===== config.mk =====
export PLATFORM = sky130hd
export DESIGN_NAME = sad_ctrl
export DESIGN_NICKNAME = d
export VERILOG_FILES = /design/src/design/sad_pkg.sv /design/src/design/sad_ctrl.sv /design/src/design/sad_sar.sv
export VERILOG_INCLUDE_DIRS = /design/src /design/src/design
export SDC_FILE = /design/constraint.sdc
export NUM_CORES = 1
export LEC_CHECK = 0
export BUFFER_PORTS_ARGS = -buffer_cell sky130_fd_sc_hd__buf_2
export CAP_MARGIN = 5
export CELL_PAD_IN_SITES_DETAIL_PLACEMENT = 1
export CELL_PAD_IN_SITES_GLOBAL_PLACEMENT = 1
export CORE_AREA = 3 3 99 148
export CTS_CLUSTER_DIAMETER = 100
export DETAILED_ROUTE_END_ITERATION = 8
export DIE_AREA = 0 0 102 151
export PLACE_DENSITY_LB_ADDON = 0.3
export REMOVE_ABC_BUFFERS = 1
export SLEW_MARGIN = 20
export SYNTH_ARGS = -nofsm -noshare
export SYNTH_HDL_FRONTEND = slang
export SYNTH_SLANG_ARGS = --single-unit
export TNS_END_PERCENT = 100

===== constraint.sdc =====
create_clock -name clk_i -period 2.39 [get_ports clk_i]
set_input_delay 0.1195 -clock clk_i [delete_from_list [all_inputs] [get_ports clk_i]]
set_output_delay 0.1195 -clock clk_i [all_outputs]
set_load 0.02 [all_outputs]

===== src/design/sad_params.svh =====
// Register offsets, field positions, reset values and timing counts
// for the converter trigger and channel select block.
// Assumes inclusion by bare name from the design and bench files.
`ifndef SAD_PARAMS_SVH
`define SAD_PARAMS_SVH

// Register byte addresses on the Wishbone slave
`define SAD_OFS_CTRL      8'h00
`define SAD_OFS_PSEL      8'h04
`define SAD_OFS_NSEL      8'h08
`define SAD_OFS_STATUS    8'h0C
`define SAD_OFS_RESULT    8'h10
`define SAD_OFS_IMASK     8'h14

// Control register fields
`define SAD_CTRL_EN_BIT   7
`define SAD_CTRL_BUSY_BIT 6
`define SAD_CTRL_PWR_BIT  5
`define SAD_CTRL_MODE_HI  4
`define SAD_CTRL_MODE_LO  3
`define SAD_CTRL_TRIG_HI  2
`define SAD_CTRL_TRIG_LO  0

// Result placement
`define SAD_RES_LO        16
`define SAD_RES_HI        27

// Channel codes
`define SAD_CH_LAST_PIN   5'h0_F
`define SAD_CH_TEMP       5'h1_0
`define SAD_CH_AGND       5'h1_1
`define SAD_CH_REF        5'h1_2
`define SAD_CH_HALF_AVDD  5'h1_3
`define SAD_NCH_REF       5'h1_0

// Reset values
`define SAD_CTRL_RST      8'h0_0
`define SAD_SEL_RST       8'h0_0

// Timing: acquisition time in ns, cycles at 8 ns clock
`define SAD_ACQ_NS        200
`define SAD_CLK_NS        8
`define SAD_ACQ_CYC       ((`SAD_ACQ_NS + `SAD_CLK_NS - 1) / `SAD_CLK_NS)
`define SAD_BITS          12
// Cycles a trial code waits for the comparator synchroniser to catch up
`define SAD_CMP_SETTLE    2'h2

`endif


===== src/design/sad_pkg.sv =====
// Types shared by the converter control block.
// Assumes sad_params.svh is reachable by bare name.
package sad_pkg;

  typedef enum logic [2:0] {
    TRG_PIN, TRG_TMR1, TRG_TMR0, TRG_SW_ONE, TRG_SW_CONT, TRG_PLA
  } sad_trig_e;

  typedef enum logic [1:0] {
    MODE_SINGLE, MODE_DIFF, MODE_PSEUDO, MODE_RSVD
  } sad_mode_e;

  // Switch commands toward the analog front end
  typedef struct packed {
    logic       pos_connect;   // Positive array on selected input
    logic [4:0] pos_chan;
    logic       neg_connect;   // Negative switch on negative pin
    logic       neg_to_ref;    // Negative switch on reference
    logic       neg_to_gnd;    // Negative switch on ground
    logic [4:0] neg_chan;
    logic       balance;       // Comparator balance switch closed
  } sad_front_s;

endpackage : sad_pkg


===== src/design/sad_ctrl.sv =====
// Converter trigger, channel select and sequencing with Wishbone slave.
// Assumes trigger pin and comparator are asynchronous; timer and PROGRAMMABLE_LOGIC_ARRAY
// pulses come from logic on clk_i.
`timescale 1ns/1ns
`default_nettype none
`include "sad_params.svh"

// Operation
// - Trigger field picks pin, timer1, timer0, one-shot, continuous, PROGRAMMABLE_LOGIC_ARRAY.
// - Positive codes 0-11 pick inputs, 12-15 the shared DAC pins.
// - Positive codes 16-19 pick temp, ground, reference, half supply.
// - Negative codes 0-15 match positive; 16 picks reference.
// - Select registers are 8 bits, upper three reserved, read zero.
// - Inputs connect in acquisition, disconnect for whole conversion.
// - SAR steps charge until balanced, then flags done with code.
// - Single-ended ties negative switch to ground whenever enabled, powered and all codes legal.
// - Pseudo-differential: negative pin in acquisition, reference after.
// - Mode field bits 4-3: single, differential, pseudo, reserved.
// - Status bit 0 set at conversion end, cleared by result read.
// - Busy pin high during conversion when enabled.
// - Result in bits 27-16, sign above, two's complement if diff.
module sad_ctrl (
  // Clock and reset
  input  wire logic              clk_i,
  input  wire logic              rst_i,
  // Wishbone slave
  input  wire logic              cyc_i,
  input  wire logic              stb_i,
  input  wire logic              we_i,
  input  wire logic [7:0]        adr_i,
  input  wire logic [3:0]        sel_i,
  input  wire logic [31:0]       dat_i,
  output logic [31:0]            dat_o,
  output logic                   ack_o,
  output logic                   err_o,
  // Trigger sources
  input  wire logic              ext_trig_pin_i,
  input  wire logic              tmr0_ovf_i,
  input  wire logic              tmr1_ovf_i,
  input  wire logic              pla_trig_i,
  // Analog front end
  input  wire logic              cmp_i,
  output sad_pkg::sad_front_s    front_o,
  output logic [11:0]            dac_o,
  output logic                   adc_power_o,
  // Pins and interrupt
  output logic                   busy_pin_o,
  output logic                   irq_o
);

  // ****************************************************************
  // Registers and synchronisers
  // ****************************************************************
  logic [7:0]  ctrl_r;
  logic [4:0]  psel_r;
  logic [4:0]  nsel_r;
  logic        stat_r;
  logic        mask_r;
  logic [31:0] result_r;
  logic [1:0]  pin_sync_r;
  logic [1:0]  cmp_sync_r;
  logic        pin_prev_r;

  always_ff @(posedge clk_i) begin
    if (rst_i) begin
      pin_sync_r <= 2'h0;
      cmp_sync_r <= 2'h0;
      pin_prev_r <= 1'b0;
    end else begin
      pin_sync_r <= {pin_sync_r[0], ext_trig_pin_i};
      cmp_sync_r <= {cmp_sync_r[0], cmp_i};
      pin_prev_r <= pin_sync_r[1];
    end
  end

  // ****************************************************************
  // Field decode
  // ****************************************************************
  sad_pkg::sad_trig_e trig;
  sad_pkg::sad_mode_e mode;
  logic conv_en;
  logic trig_ok;
  logic mode_ok;
  logic psel_ok;
  logic nsel_ok;
  logic cfg_ok;

  assign conv_en = ctrl_r[`SAD_CTRL_EN_BIT] & ctrl_r[`SAD_CTRL_PWR_BIT];
  assign trig = sad_pkg::sad_trig_e'(ctrl_r[`SAD_CTRL_TRIG_HI:`SAD_CTRL_TRIG_LO]);
  assign mode = sad_pkg::sad_mode_e'(ctrl_r[`SAD_CTRL_MODE_HI:`SAD_CTRL_MODE_LO]);
  assign trig_ok = ctrl_r[`SAD_CTRL_TRIG_HI:`SAD_CTRL_TRIG_LO] <= 3'h5;
  assign mode_ok = mode != sad_pkg::MODE_RSVD;
  assign psel_ok = psel_r <= `SAD_CH_HALF_AVDD;
  // Negative field only matters outside single-ended mode
  assign nsel_ok = (mode == sad_pkg::MODE_SINGLE) || (nsel_r <= `SAD_NCH_REF);
  assign cfg_ok = conv_en & trig_ok & mode_ok & psel_ok & nsel_ok;

  // ****************************************************************
  // Wishbone access
  // ****************************************************************
  logic acc;
  logic wr;
  logic rd_result;
  logic hit;

  assign acc = cyc_i & stb_i & ~ack_o & ~err_o;
  assign wr  = acc & we_i & sel_i[0];

  always_comb begin
    hit = 1'b1;
    if (adr_i == `SAD_OFS_CTRL) begin
      hit = 1'b1;
    end else if (adr_i == `SAD_OFS_PSEL) begin
      hit = 1'b1;
    end else if (adr_i == `SAD_OFS_NSEL) begin
      hit = 1'b1;
    end else if (adr_i == `SAD_OFS_STATUS) begin
      hit = 1'b1;
    end else if (adr_i == `SAD_OFS_RESULT) begin
      hit = 1'b1;
    end else if (adr_i == `SAD_OFS_IMASK) begin
      hit = 1'b1;
    end else begin
      hit = 1'b0;
    end
  end

  assign rd_result = acc & ~we_i & (adr_i == `SAD_OFS_RESULT);

  always_ff @(posedge clk_i) begin
    if (rst_i) begin
      ack_o <= 1'b0;
      err_o <= 1'b0;
      dat_o <= 32'h0000_0000;
    end else begin
      ack_o <= acc & hit;
      err_o <= acc & ~hit;
      if (acc & ~we_i) begin
        if (adr_i == `SAD_OFS_CTRL) begin
          dat_o <= {24'h00_0000, ctrl_r};
        end else if (adr_i == `SAD_OFS_PSEL) begin
          dat_o <= {27'h000_0000, psel_r};
        end else if (adr_i == `SAD_OFS_NSEL) begin
          dat_o <= {27'h000_0000, nsel_r};
        end else if (adr_i == `SAD_OFS_STATUS) begin
          dat_o <= {31'h0000_0000, stat_r};
        end else if (adr_i == `SAD_OFS_RESULT) begin
          dat_o <= result_r;
        end else if (adr_i == `SAD_OFS_IMASK) begin
          dat_o <= {31'h0000_0000, mask_r};
        end else begin
          dat_o <= 32'h0000_0000;
        end
      end
    end
  end

  always_ff @(posedge clk_i) begin
    if (rst_i) begin
      ctrl_r <= `SAD_CTRL_RST;
      psel_r <= 5'h00;
      nsel_r <= 5'h00;
      mask_r <= 1'b0;
    end else if (wr) begin
      if (adr_i == `SAD_OFS_CTRL) begin
        ctrl_r <= dat_i[7:0];
      end else if (adr_i == `SAD_OFS_PSEL) begin
        psel_r <= dat_i[4:0];
      end else if (adr_i == `SAD_OFS_NSEL) begin
        nsel_r <= dat_i[4:0];
      end else if (adr_i == `SAD_OFS_IMASK) begin
        mask_r <= dat_i[0];
      end
    end
  end

  // ****************************************************************
  // Trigger selection
  // ****************************************************************
  logic one_shot_r;
  logic ctrl_wr;
  logic trig_pulse;

  assign ctrl_wr = wr & (adr_i == `SAD_OFS_CTRL);

  // One-shot armed by each control write selecting it
  always_ff @(posedge clk_i) begin
    if (rst_i) begin
      one_shot_r <= 1'b0;
    end else if (ctrl_wr) begin
      one_shot_r <= dat_i[`SAD_CTRL_TRIG_HI:`SAD_CTRL_TRIG_LO] == 3'h3;
    end else if (trig_pulse) begin
      one_shot_r <= 1'b0;
    end
  end

  always_comb begin
    case (trig)
      sad_pkg::TRG_PIN:     trig_pulse = pin_sync_r[1] & ~pin_prev_r;
      sad_pkg::TRG_TMR1:    trig_pulse = tmr1_ovf_i;
      sad_pkg::TRG_TMR0:    trig_pulse = tmr0_ovf_i;
      sad_pkg::TRG_SW_ONE:  trig_pulse = one_shot_r;
      sad_pkg::TRG_SW_CONT: trig_pulse = 1'b1;
      sad_pkg::TRG_PLA:     trig_pulse = pla_trig_i;
      default:              trig_pulse = 1'b0;
    endcase
  end

  // ****************************************************************
  // Sequencer
  // ****************************************************************
  typedef enum logic [1:0] {ST_IDLE, ST_ACQ, ST_CONV} sad_state_e;
  sad_state_e state_r;
  logic [7:0] acq_cnt_r;
  logic       sar_done;
  logic       sar_active;
  logic [11:0] sar_code;

  always_ff @(posedge clk_i) begin
    if (rst_i) begin
      state_r   <= ST_IDLE;
      acq_cnt_r <= 8'h00;
    end else begin
      case (state_r)
        ST_IDLE: begin
          // Continuous mode re-enters here after each result
          if (cfg_ok && trig_pulse) begin
            state_r   <= ST_ACQ;
            acq_cnt_r <= 8'(`SAD_ACQ_CYC - 1);
          end
        end
        ST_ACQ: begin
          if (!cfg_ok) begin
            state_r <= ST_IDLE;
          end else if (acq_cnt_r == 8'h00) begin
            state_r <= ST_CONV;
          end else begin
            acq_cnt_r <= acq_cnt_r - 8'h01;
          end
        end
        ST_CONV: begin
          if (sar_done) begin
            state_r <= ST_IDLE;
          end
        end
        default: state_r <= ST_IDLE;
      endcase
    end
  end

  sad_sar u_sar (
    .clk_i    (clk_i),
    .rst_i    (rst_i),
    .start_i  (state_r == ST_ACQ && acq_cnt_r == 8'h00 && cfg_ok),
    .done_o   (sar_done),
    .active_o (sar_active),
    .cmp_i    (cmp_sync_r[1]),
    .dac_o    (dac_o),
    .code_o   (sar_code)
  );

  // Result, status and interrupt
  logic [11:0] signed_code;
  assign signed_code = (mode == sad_pkg::MODE_DIFF) ? (sar_code ^ 12'h8_00) : sar_code;

  always_ff @(posedge clk_i) begin
    if (rst_i) begin
      result_r <= 32'h0000_0000;
      stat_r   <= 1'b0;
    end else begin
      if (sar_done) begin
        result_r <= {{4{(mode == sad_pkg::MODE_DIFF) & signed_code[11]}},
                     signed_code, 16'h0000};
      end
      // Completion wins over a same-cycle result read
      if (sar_done) begin
        stat_r <= 1'b1;
      end else if (rd_result) begin
        stat_r <= 1'b0;
      end
    end
  end

  assign irq_o = stat_r & mask_r;

  // ****************************************************************
  // Front-end switch control
  // ****************************************************************
  always_comb begin
    front_o = '0;
    front_o.pos_chan = psel_r;
    front_o.neg_chan = nsel_r;
    // Reserved codes route nothing
    if (cfg_ok) begin
      front_o.pos_connect = state_r == ST_ACQ;
      front_o.balance     = state_r != ST_CONV;
      case (mode)
        sad_pkg::MODE_SINGLE: front_o.neg_to_gnd = 1'b1;
        sad_pkg::MODE_PSEUDO: begin
          front_o.neg_connect = state_r == ST_ACQ;
          front_o.neg_to_ref  = state_r == ST_CONV;
        end
        sad_pkg::MODE_DIFF: front_o.neg_connect = state_r == ST_ACQ;
        default: front_o.neg_to_gnd = 1'b0;
      endcase
    end
  end

  assign adc_power_o = ctrl_r[`SAD_CTRL_PWR_BIT];
  assign busy_pin_o = ctrl_r[`SAD_CTRL_BUSY_BIT] & sar_active;

endmodule : sad_ctrl
`default_nettype wire


===== src/design/sad_sar.sv =====
// Successive approximation step engine.
// Assumes comparator output is already synchronised to clk_i, two
// flip-flops deep, so each trial waits that long before it is judged.
`timescale 1ns/1ns
`default_nettype none
`include "sad_params.svh"

module sad_sar (
  // Clock and reset
  input  wire logic        clk_i,
  input  wire logic        rst_i,
  // Control
  input  wire logic        start_i,
  output logic             done_o,
  output logic             active_o,
  // Analog side
  input  wire logic        cmp_i,
  output logic [11:0]      dac_o,
  output logic [11:0]      code_o
);

  logic [11:0] trial_r;
  logic [11:0] bit_r;
  logic [1:0]  wait_r;

  // Bitwise charge steps until balanced
  // Judging a trial before the synchroniser settles would use the
  // answer to the previous trial, so three cycles per bit.
  always_ff @(posedge clk_i) begin
    if (rst_i) begin
      trial_r  <= 12'h0_00;
      bit_r    <= 12'h0_00;
      wait_r   <= 2'h0;
      active_o <= 1'b0;
      done_o   <= 1'b0;
      code_o   <= 12'h0_00;
    end else begin
      done_o <= 1'b0;
      if (start_i && !active_o) begin
        bit_r    <= 12'h8_00;
        trial_r  <= 12'h8_00;
        wait_r   <= `SAD_CMP_SETTLE;
        active_o <= 1'b1;
      end else if (active_o && (wait_r != 2'h0)) begin
        wait_r <= wait_r - 2'h1;
      end else if (active_o) begin
        wait_r <= `SAD_CMP_SETTLE;
        // Comparator high means trial exceeds input: drop the bit
        if (bit_r == 12'h0_01) begin
          code_o   <= cmp_i ? (trial_r & ~bit_r) : trial_r;
          active_o <= 1'b0;
          done_o   <= 1'b1;
        end else begin
          trial_r <= (cmp_i ? (trial_r & ~bit_r) : trial_r) | (bit_r >> 1);
        end
        bit_r <= bit_r >> 1;
      end
    end
  end

  assign dac_o = trial_r;

endmodule : sad_sar
`default_nettype wire


==> results of run 1 <==
[metal layers]
layer	wire length, µm	GRT usage [%]	vias to the layer above
met5	0	0	-
met4	218	5.712	0
met3	448	2.857	14
met2	7404	34.02	72
met1	5248	19.11	2040
li1	-	-	2017
[kinds of logic after synthesis]
family,Yosys count
xor gates and xnor gates,5
other,1
buffers and inverters,62
adders and majority gates,8
muxes,23
and+or+nand+nor,223
AOI/OAI and AO/OA,115
DFF,112
[layout make-up]
| type | count | area, µm² |
|---|---|---|
| Tap cell | 162 | 202.7 |
| Sequential cell | 112 | 2242 |
| Fill cell | 1642 | 7973 |
| Inverter | 23 | 86.33 |
| Clock inverter | 7 | 92.59 |
| Clock buffer | 9 | 225.2 |
| Timing Repair Buffer | 99 | 555.5 |
| Multi-Input combinational cell | 382 | 2156 |
[what timing repair did]
item / CTS / global route
buffers inserted: 0 / 0
hold endpoints to repair: 2 / 0
hold buffers: 2 / 0
[synth_stat cells (all sizes together) (5+ instances only)]
cell type  count  area share, %
nand3         29            3.2
inv           23            1.8
o21ai         21            2.3
a22oi         13            2.1
nor3           7           0.86
nor2          53            4.4
and3           5           0.67
clkbuf        16            1.3
a21oi         67            7.2
nor2b          9            1.2
mux2i         23            4.9
nand4          5           0.67
ha             8            2.1
nand2         84            6.8
dfxtp        112             48
nor4           8            1.7
buf           23            3.2
nand2b         5           0.67
[path summary, 6_finish.rpt]
kind                                            endpoint  slack (ns)                     start  cells past startpoint
worst max-delay path             one_shot_r$_SDFFE_PP0P_        0.24          ack_o$_SDFF_PP0_                      5
worst min-delay path              ctrl_r[6]$_SDFFE_PP0P_        0.03                  dat_i[6]                      3
worst max register to register   one_shot_r$_SDFFE_PP0P_        0.24          ack_o$_SDFF_PP0_                      5
worst min register to register  cmp_sync_r[1]$_SDFF_PP0_        0.45  cmp_sync_r[0]$_SDFF_PP0_                      1
[where the power goes]
group	switching, mW	internal, mW	total (mW)
Sequential	0.00393	1.87	1.88
Combinational	0.0944	0.0437	0.138
Clock	0.693	0.922	1.62
Total	0.792	2.84	3.63
[flip-flops by register name, summed over array words and instances (netlist names), 5 cells and up]
name          flops
acq_cnt_r         8
ctrl_r            8
dat_o            21
nsel_r            5
psel_r            5
result_r         13
u_sar.bit_r      12
u_sar.code_o     12
u_sar.dac_o      12
[worst register-to-register path: cells and delay by family (launching register included)]
kind	cells	cell delay [ns]
DFF	1	0.32
and+or+nand+nor	4	1.62
AOI/OAI and AO/OA	1	0.09
==> impl_metrics.csv, run 1 <==
group,metric,value,unit
timing,final.min_clock_period,2.150,ns
synth,yosys.area_share.simple,23.37,%
detailed_routing,drt_iter0_markers,116,
grt,grt_overflow,0,
timing,relSlewSlack,61.42,%
finish,syn2layout_area_growth,19.11,%
timing,rsz0062_at_grt,"false",
place,portBuffers,82,
timing,clock_skew,0.006625,ns
setup_path,path_class,"reg2reg",
synth,synth-compound-area-share,14.15,%
floorplan,die_y,151,µm
synth,ys_warn_count,0,
flow_run,maxCapViolCount,0,
synth,synth_cells,549,
power_and_ir_drop,p_leak,2.203,nW
place,dp_cells,776,
timing,tightestPinTransition,0.5745,ns
clock_network,cts_tree,"built",
grt,antenna_found_initial,0,
timing,timing.final.crit_share,89.95,%
synth,synthAdderAreaFrac,2.144,%
detailed_routing,drt-total-wl,13320,µm
timing,final_hold_viol_count,0,
detailed_routing,vias_per_cell,5.218,
power_and_ir_drop,ir_worst_vdd,0.2798,mV
detailed_routing,drc,0,
synth,synth_top_family_by_area,"simple AND/OR/NAND/NOR gates",
clock_network,clk_pin_slew,0.07,ns
finish,stdcell_count,794,
floorplan,core_area,13530,µm²
setup_path,cp_common_cell,"nand3_1",
grt,grt_max_degree,25,
synth,synth.distinct_cells,54,
setup_path,start_kind,"flop",
timing,slew_viol_final,0,
floorplan,io_pins,118,
finish,antenna_cells,0,
timing,fin_setup_tns,0,ns
clock_network,cts_buffer_depth,2,
outcome,outcome,"complete, no violations",
clock_network,cts_resized,0,
finish,final_common_cell,"dfxtp_1",
timing,setup_viol,0,
synth,synth_xor_area_share,0.9381,%
grt,grt_pass1_wl,21450,µm
detailed_routing,firstDrtPassIters,4,
place,pre_cts_ws,0.2368,ns
setup_path,path_max_fanout,10,
detailed_routing,vias,4143,
floorplan,start_util,34.50,%
detailed_routing,postRouteAntennaNets,0,
place,hpwl,10140,µm
clock_network,htree_num_levels,3,
synth,synthesis.area,4668,µm²
clock_network,cts-root-buf,"clkbuf_16",
power_and_ir_drop,p_per_area,652.6,nW/µm²
floorplan,die_area,15400,µm²
floorplan,die_x,102,µm
floorplan,core.rowCount,52,
grt,grt_util_all_layers,17.65,%
finish,utilization,41.09,%
timing,timing.hold.ws,0.02948,ns
synth,seq_area_frac_synth,48.03,%
setup_path,crit_required,2.61,ns
synth,async_flop_share,0,%
clock_network,cts_sinks,112,
timing,worst_slack,0.2401,ns
synth,synthMuxAreaShare,4.932,%
detailed_routing,routedWlPerCell,16.78,µm
timing,fmax,465.1,MHz
setup_path,path_buf_inv,0,
clock_network,clk_latency,0.34,ns
setup_path,cp_slowest_stage_delay,0.48,ns
setup_path,worstSetupEndpointType,"flop",
synth,ys_ff_latch,112,
finish,drive_gt1_share,19.78,%
synth,synth_ff_type,"dfxtp_1",
grt,grt_pass1_vias,4304,
synth,synth_edf_count,0,
synth,synth_area_per_cell,8.503,µm²
clock_network,numCtsBuffers,9,
place,place_area,5223,µm²
finish,design_area,5560,µm²
setup_path,path_delay_family,"simple AND/OR/NAND/NOR gates",
finish,final_nets,689,
setup_path,cp.arrival,2.37,ns
power_and_ir_drop,total_power,3.629,mW
place,place.gp.congestion,0.8378,
setup_path,cp_slowest_cell,"nor4bb_1",
setup_path,crit_chain,"nor4bb_1 -> and3_1 -> nand3_1 -> nand3_1 -> a21oi_1",
worst_hold_path,hp-class,"in2reg",
finish,final_cell_mix,"112 x dfxtp_1, 84 x nand2_1, 82 x buf_2, 67 x a21oi_1, 52 x nor2_1",
(Power assumes the default switching activity.)
==> inputs of run 2 (changes only) <==
--- a/config.mk
+++ b/config.mk
@@ -7,14 +7,14 @@
 export NUM_CORES = 1
 export LEC_CHECK = 0
 export BUFFER_PORTS_ARGS = -buffer_cell sky130_fd_sc_hd__buf_2
-export CAP_MARGIN = 5
+export CAP_MARGIN = 20
 export CELL_PAD_IN_SITES_DETAIL_PLACEMENT = 1
 export CELL_PAD_IN_SITES_GLOBAL_PLACEMENT = 1
 export CORE_AREA = 3 3 99 148
 export CTS_CLUSTER_DIAMETER = 100
 export DETAILED_ROUTE_END_ITERATION = 8
 export DIE_AREA = 0 0 102 151
-export PLACE_DENSITY_LB_ADDON = 0.3
+export PLACE_DENSITY_LB_ADDON = 0.1
 export REMOVE_ABC_BUFFERS = 1
 export SLEW_MARGIN = 20
 export SYNTH_ARGS = -nofsm -noshare
==> run 2 against run 1 <==
Compared with the run above:
- flip-flop and latch count unchanged
- critical path depth up 1
- via count is 1.2% lower
- sequential power is essentially flat
- largest power group unchanged
- core utilization about the same
- count of clock-buffer cells in the layout grew 1
- wire length shrank 0.72%
==> impl_metrics.csv, run 2 (synthesis results as in run 1) <==
group,metric,value,unit
outcome,outcome,"complete, no violations",
clock_network,clk_pin_slew,0.07,ns
floorplan,core.rowCount,52,
floorplan,core_area,13530,µm²
detailed_routing,wl_met1,5493,µm
power_and_ir_drop,p_leak,2.194,nW
finish,final_cell_mix,"112 x dfxtp_1, 84 x nand2_1, 82 x buf_2, 67 x a21oi_1, 52 x nor2_1",
grt,grt_pass1_wl,21160,µm
clock_network,cts_tree,"built",
finish,syn2layout_area_growth,18.98,%
timing,setup_viol,0,
detailed_routing,drt_iter0_markers,73,
grt,grt_util_all_layers,17.46,%
grt,grt_pass1_vias,4144,
finish,reg_top3,"dat_o: 21 flops, result_r: 13 flops",
place,hpwl,10160,µm
timing,final.min_clock_period,2.036,ns
power_and_ir_drop,ir_worst_vdd,0.3127,mV
setup_path,crit_required,2.27,ns
clock_network,cts_buffer_depth,2,
clock_network,htree_num_levels,3,
grt,antenna_found_initial,0,
grt,grt_max_degree,28,
detailed_routing,wl_met2,7173,µm
finish,design_area,5554,µm²
detailed_routing,wl_met3,403,µm
place,place.gp.congestion,0.7695,
detailed_routing,drc,0,
floorplan,start_util,34.50,%
detailed_routing,postRouteAntennaNets,0,
floorplan,die_x,102,µm
detailed_routing,routedWlPerCell,16.64,µm
clock_network,cts-root-buf,"clkbuf_16",
timing,relSlewSlack,62.28,%
timing,tightestPinTransition,0.5659,ns
floorplan,die_area,15400,µm²
place,place_area,5238,µm²
detailed_routing,vias,4095,
place,portBuffers,82,
timing,timing.hold.ws,0.01917,ns
place,dp_cells,778,
setup_path,start_kind,"flop",
power_and_ir_drop,p_per_area,641.6,nW/µm²
setup_path,cp.arrival,1.92,ns
floorplan,io_pins,118,
detailed_routing,vias_per_cell,5.151,
detailed_routing,top_layer,"met4",
detailed_routing,drt-total-wl,13230,µm
timing,final_hold_viol_count,0,
finish,stdcell_count,795,
finish,largest_register_ffs,21,
grt,grt_overflow,0,
setup_path,r2r_cells,6,
worst_hold_path,hold_depth,3,
power_and_ir_drop,total_power,3.564,mW
finish,registers.top_by_ff_count,"dat_o",
clock_network,clk_latency,0.34,ns
clock_network,cts_sinks,112,
flow_run,maxCapViolCount,0,
clock_network,numCtsBuffers,9,
detailed_routing,firstDrtPassIters,4,
finish,final_common_cell,"dfxtp_1",
timing,timing.final.crit_share,85.20,%
timing,fin_setup_tns,0,ns
setup_path,path_max_fanout,8,
clock_network,cts_setup_buffers,0,
timing,fmax,491.1,MHz
worst_hold_path,hp-class,"in2reg",
finish,antenna_cells,0,
finish,drive_gt1_share,20.06,%
setup_path,worstSetupEndpointType,"output port",
setup_path,path_class,"reg2out",
timing,rsz0062_at_grt,"false",
floorplan,die_y,151,µm
timing,clock_skew,0.009327,ns
timing,slew_viol_final,0,
finish,final_nets,690,
## run 2: where the power goes
part	switching [mW]	total, mW	leakage, nW	internal [mW]
logic	0.0945	0.137	1.15	0.0422
clock network	0.705	1.55	0.145	0.846
registers	0.00423	1.88	0.903	1.87
total	0.803	3.56	2.19	2.76
## run 2: area by class of cell
| class | count | area (µm²) |
|---|---|---|
| Sequential cell | 112 | 2242 |
| Multi-Input combinational cell | 382 | 2156 |
| Clock buffer | 10 | 239.0 |
| Timing Repair Buffer | 100 | 560.5 |
| Clock inverter | 6 | 67.56 |
| Inverter | 23 | 86.33 |
| Tap cell | 162 | 202.7 |
| Fill cell | 1655 | 7979 |
## run 2: per-layer routing
layer  track usage, %  up-vias
li1                 -     2019
met1            20.31     1999
met2            32.55       63
met3            2.535       14
met4            4.990        0
met5                0        -
## run 2: worst paths after layout
path,startpoint,slack (ns),to
min reg2reg,u_sar.code_o[4]$_SDFFE_PP0P_,0.46,u_sar.code_o[4]$_SDFFE_PP0P_
max,ctrl_r[4]$_SDFFE_PP0P_,0.35,front_o[8]
max reg2reg,ctrl_r[4]$_SDFFE_PP0P_,0.38,acq_cnt_r[1]$_SDFFE_PP0P_
min,dat_i[5],0.02,ctrl_r[5]$_SDFFE_PP0P_
## run 2: critical path: stages, from the launching register on
cell and delay [ns]:
dfxtp_1 0.41, inv_1 0.09, ha_1 0.19, nand2b_1 0.16, o2111a_2 0.35, and3_1 0.21, buf_2 0.16
## run 2: through the flow
stage	utilization, %	setup WS [ns]
2_1_floorplan	-	0.5250
3_3_place_gp	38.70	0.4307
3_5_place_dp	38.70	0.3981
4_1_cts	41.04	0.3305
5_1_grt	41.04	0.1412
6_report	41.04	0.3537
## run 2: repair_timing
action                                  4_1_cts  5_1_grt
endpoints found under the hold margin         1        0
endpoints found under the setup margin        0        0
gates resized for setup                       0        0
hold buffers                                  1        0
==> inputs of run 3 (changes only) <==
--- a/config.mk
+++ b/config.mk
@@ -10,10 +10,10 @@
 export CAP_MARGIN = 20
 export CELL_PAD_IN_SITES_DETAIL_PLACEMENT = 1
 export CELL_PAD_IN_SITES_GLOBAL_PLACEMENT = 1
-export CORE_AREA = 3 3 99 148
+export CORE_AREA = 3 3 94 140
 export CTS_CLUSTER_DIAMETER = 100
 export DETAILED_ROUTE_END_ITERATION = 8
-export DIE_AREA = 0 0 102 151
+export DIE_AREA = 0 0 97 143
 export PLACE_DENSITY_LB_ADDON = 0.1
 export REMOVE_ABC_BUFFERS = 1
 export SLEW_MARGIN = 20
==> constraint.sdc (replaced) <==
create_clock -name clk_i -period 2.32 [get_ports clk_i]
set_input_delay 0.116 -clock clk_i [delete_from_list [all_inputs] [get_ports clk_i]]
set_output_delay 0.116 -clock clk_i [all_outputs]
set_load 0.02 [all_outputs]
==> run 3 against run 2 <==
Compared with the run above:
- final cell count down 0.38%
- flip-flop and latch count stayed put
- register-to-register slack worse by 0.05 ns
- sequential power increased by 3%
- critical path depth stayed put
- core utilization grew 5.2 points
- total power up 1.7%
- combinational power increased by 6%
- die area is 9.9% lower
- critical endpoint is now front_o[7]
==> impl_metrics.csv, run 3 (synthesis results as in run 1) <==
group,metric,value,unit
clock_network,cts_sinks,112,
finish,registers.top_by_ff_count,"dat_o",
grt,grt_pass1_wl,21660,µm
clock_network,clk_pin_slew,0.07,ns
timing,fin_setup_tns,0,ns
timing,fmax,498.0,MHz
finish,final_common_cell,"dfxtp_1",
clock_network,clk_latency,0.35,ns
floorplan,core_area,12080,µm²
clock_network,cts_tree,"built",
timing,final.min_clock_period,2.008,ns
worst_hold_path,hp-class,"in2reg",
clock_network,cts_resized,0,
timing,relSlewSlack,66.79,%
detailed_routing,drt_iter0_markers,107,
finish,utilization,46.22,%
detailed_routing,vias_per_cell,5.217,
worst_hold_path,min_from,"dat_i[7]",
finish,final_cell_mix,"112 x dfxtp_1, 84 x nand2_1, 82 x buf_2, 67 x a21oi_1, 52 x nor2_1",
detailed_routing,routedWlPerCell,16.28,µm
timing,tightestPinTransition,0.4967,ns
timing,timing.final.crit_share,86.56,%
grt,grt_pass1_vias,4398,
flow_run,maxCapViolCount,0,
detailed_routing,postRouteAntennaNets,0,
clock_network,cts-root-buf,"clkbuf_16",
floorplan,io_pins,118,
timing,clock_skew,0.009090,ns
timing,setup_viol,0,
floorplan,die_y,143,µm
finish,largest_register_ffs,21,
clock_network,htree_num_levels,3,
grt,antenna_found_initial,0,
power_and_ir_drop,p_clk_share,42.7,%
detailed_routing,drt-total-wl,12900,µm
place,hpwl,9705,µm
setup_path,cp-startpoint,"ctrl_r[3]$_SDFFE_PP0P_",
floorplan,start_util,38.65,%
detailed_routing,firstDrtPassIters,4,
power_and_ir_drop,p_per_area,649.4,nW/µm²
setup_path,path_class,"reg2out",
clock_network,cts_setup_buffers,0,
finish,n_fill_cell,1473,
power_and_ir_drop,pwr-share-comb,4.0,%
clock_network,cts_buffer_depth,2,
detailed_routing,drc,0,
timing,rsz0062_at_grt,"false",
floorplan,die_x,97,µm
power_and_ir_drop,net-switching-power,0.8849,mW
floorplan,core.rowCount,49,
floorplan,die_area,13870,µm²
finish,drive_gt1_share,20.34,%
setup_path,crit_required,2.20,ns
setup_path,worstSetupEndpointType,"output port",
power_and_ir_drop,p_leak,2.223,nW
place,place.gp.congestion,0.7409,
timing,slew_viol_final,0,
setup_path,timing.rr.start,"ctrl_r[3]$_SDFFE_PP0P_",
power_and_ir_drop,swShare,24.41,%
finish,syn2layout_area_growth,19.59,%
clock_network,numCtsBuffers,9,
grt,grt_util_all_layers,18.93,%
power_and_ir_drop,ir_worst_vdd,0.3198,mV
grt,grt_max_degree,23,
place,portBuffers,82,
finish,final_nets,696,
timing,final_hold_viol_count,0,
setup_path,path_max_fanout,8,
setup_path,cp.arrival,1.89,ns
power_and_ir_drop,p_int,2.741,mW
power_and_ir_drop,power_frac_seq,53.3,%
grt,grt_overflow,0,
outcome,outcome,"complete, no violations",
finish,reg_top3,"dat_o: 21 flops, result_r: 13 flops",
clock_network,hold_buffers,4,
finish,antenna_cells,0,
setup_path,start_kind,"flop",
detailed_routing,vias,4132,
run 3: per-stage QoR:
step                hold WS, ns  instance area (µm²)  std cells  setup WS, ns  power [mW]
detailed placement       0.3397                 5249        772        0.3036       2.118
global route            0.02891                 5583        792       0.08587       3.765
CTS                     0.01564                 5583        792        0.2851       3.672
floorplan                0.1851                 4484        517        0.4550       2.026
global placement         0.3311                 5249        772        0.3926       2.115
finish                  0.02891                 5583        792        0.3119       3.626
run 3: worst max-delay path: stages (launching register included):
cell and delay [ns]:
dfxtp_1 0.38, inv_1 0.10, ha_1 0.21, nand2b_1 0.16, o2111a_2 0.34, and3_1 0.20, buf_2 0.16
run 3: layout make-up:
cell class | count | area [µm²] | area share (%)
clock buffer | 9 | 225.2 | 4.034
clock inverter | 7 | 68.82 | 1.233
inverter | 23 | 86.33 | 1.546
multi-input combinational | 382 | 2156 | 38.62
sequential | 112 | 2242 | 40.16
tap | 153 | 191.4 | 3.429
timing repair buffer | 106 | 613.1 | 10.98
run 3: worst paths after layout:
path,endpoint,slack [ns],depth (start not counted)
min,ctrl_r[7]$_SDFFE_PP0P_,0.03,3
min reg2reg,cmp_sync_r[1]$_SDFF_PP0_,0.45,1
max,front_o[7],0.31,6
max reg2reg,acq_cnt_r[1]$_SDFFE_PP0P_,0.33,6
run 3: metal layers:
layer,global-route usage [%],routed length (µm),vias to the layer above
met5,0,0,-
met4,5.843,184,0
met3,3.128,410,11
met2,35.63,6825,68
met1,21.85,5477,2019
li1,-,-,2034
run 3: power groups by stage:
stage               clock network (mW)  registers (mW)  logic (mW)
floorplan                            0            1.98      0.0434
global placement                     0            1.98       0.138
detailed placement                   0            1.98       0.140
CTS                               1.59            1.93       0.147
global route                      1.67            1.93       0.160
finish                            1.55            1.93       0.145
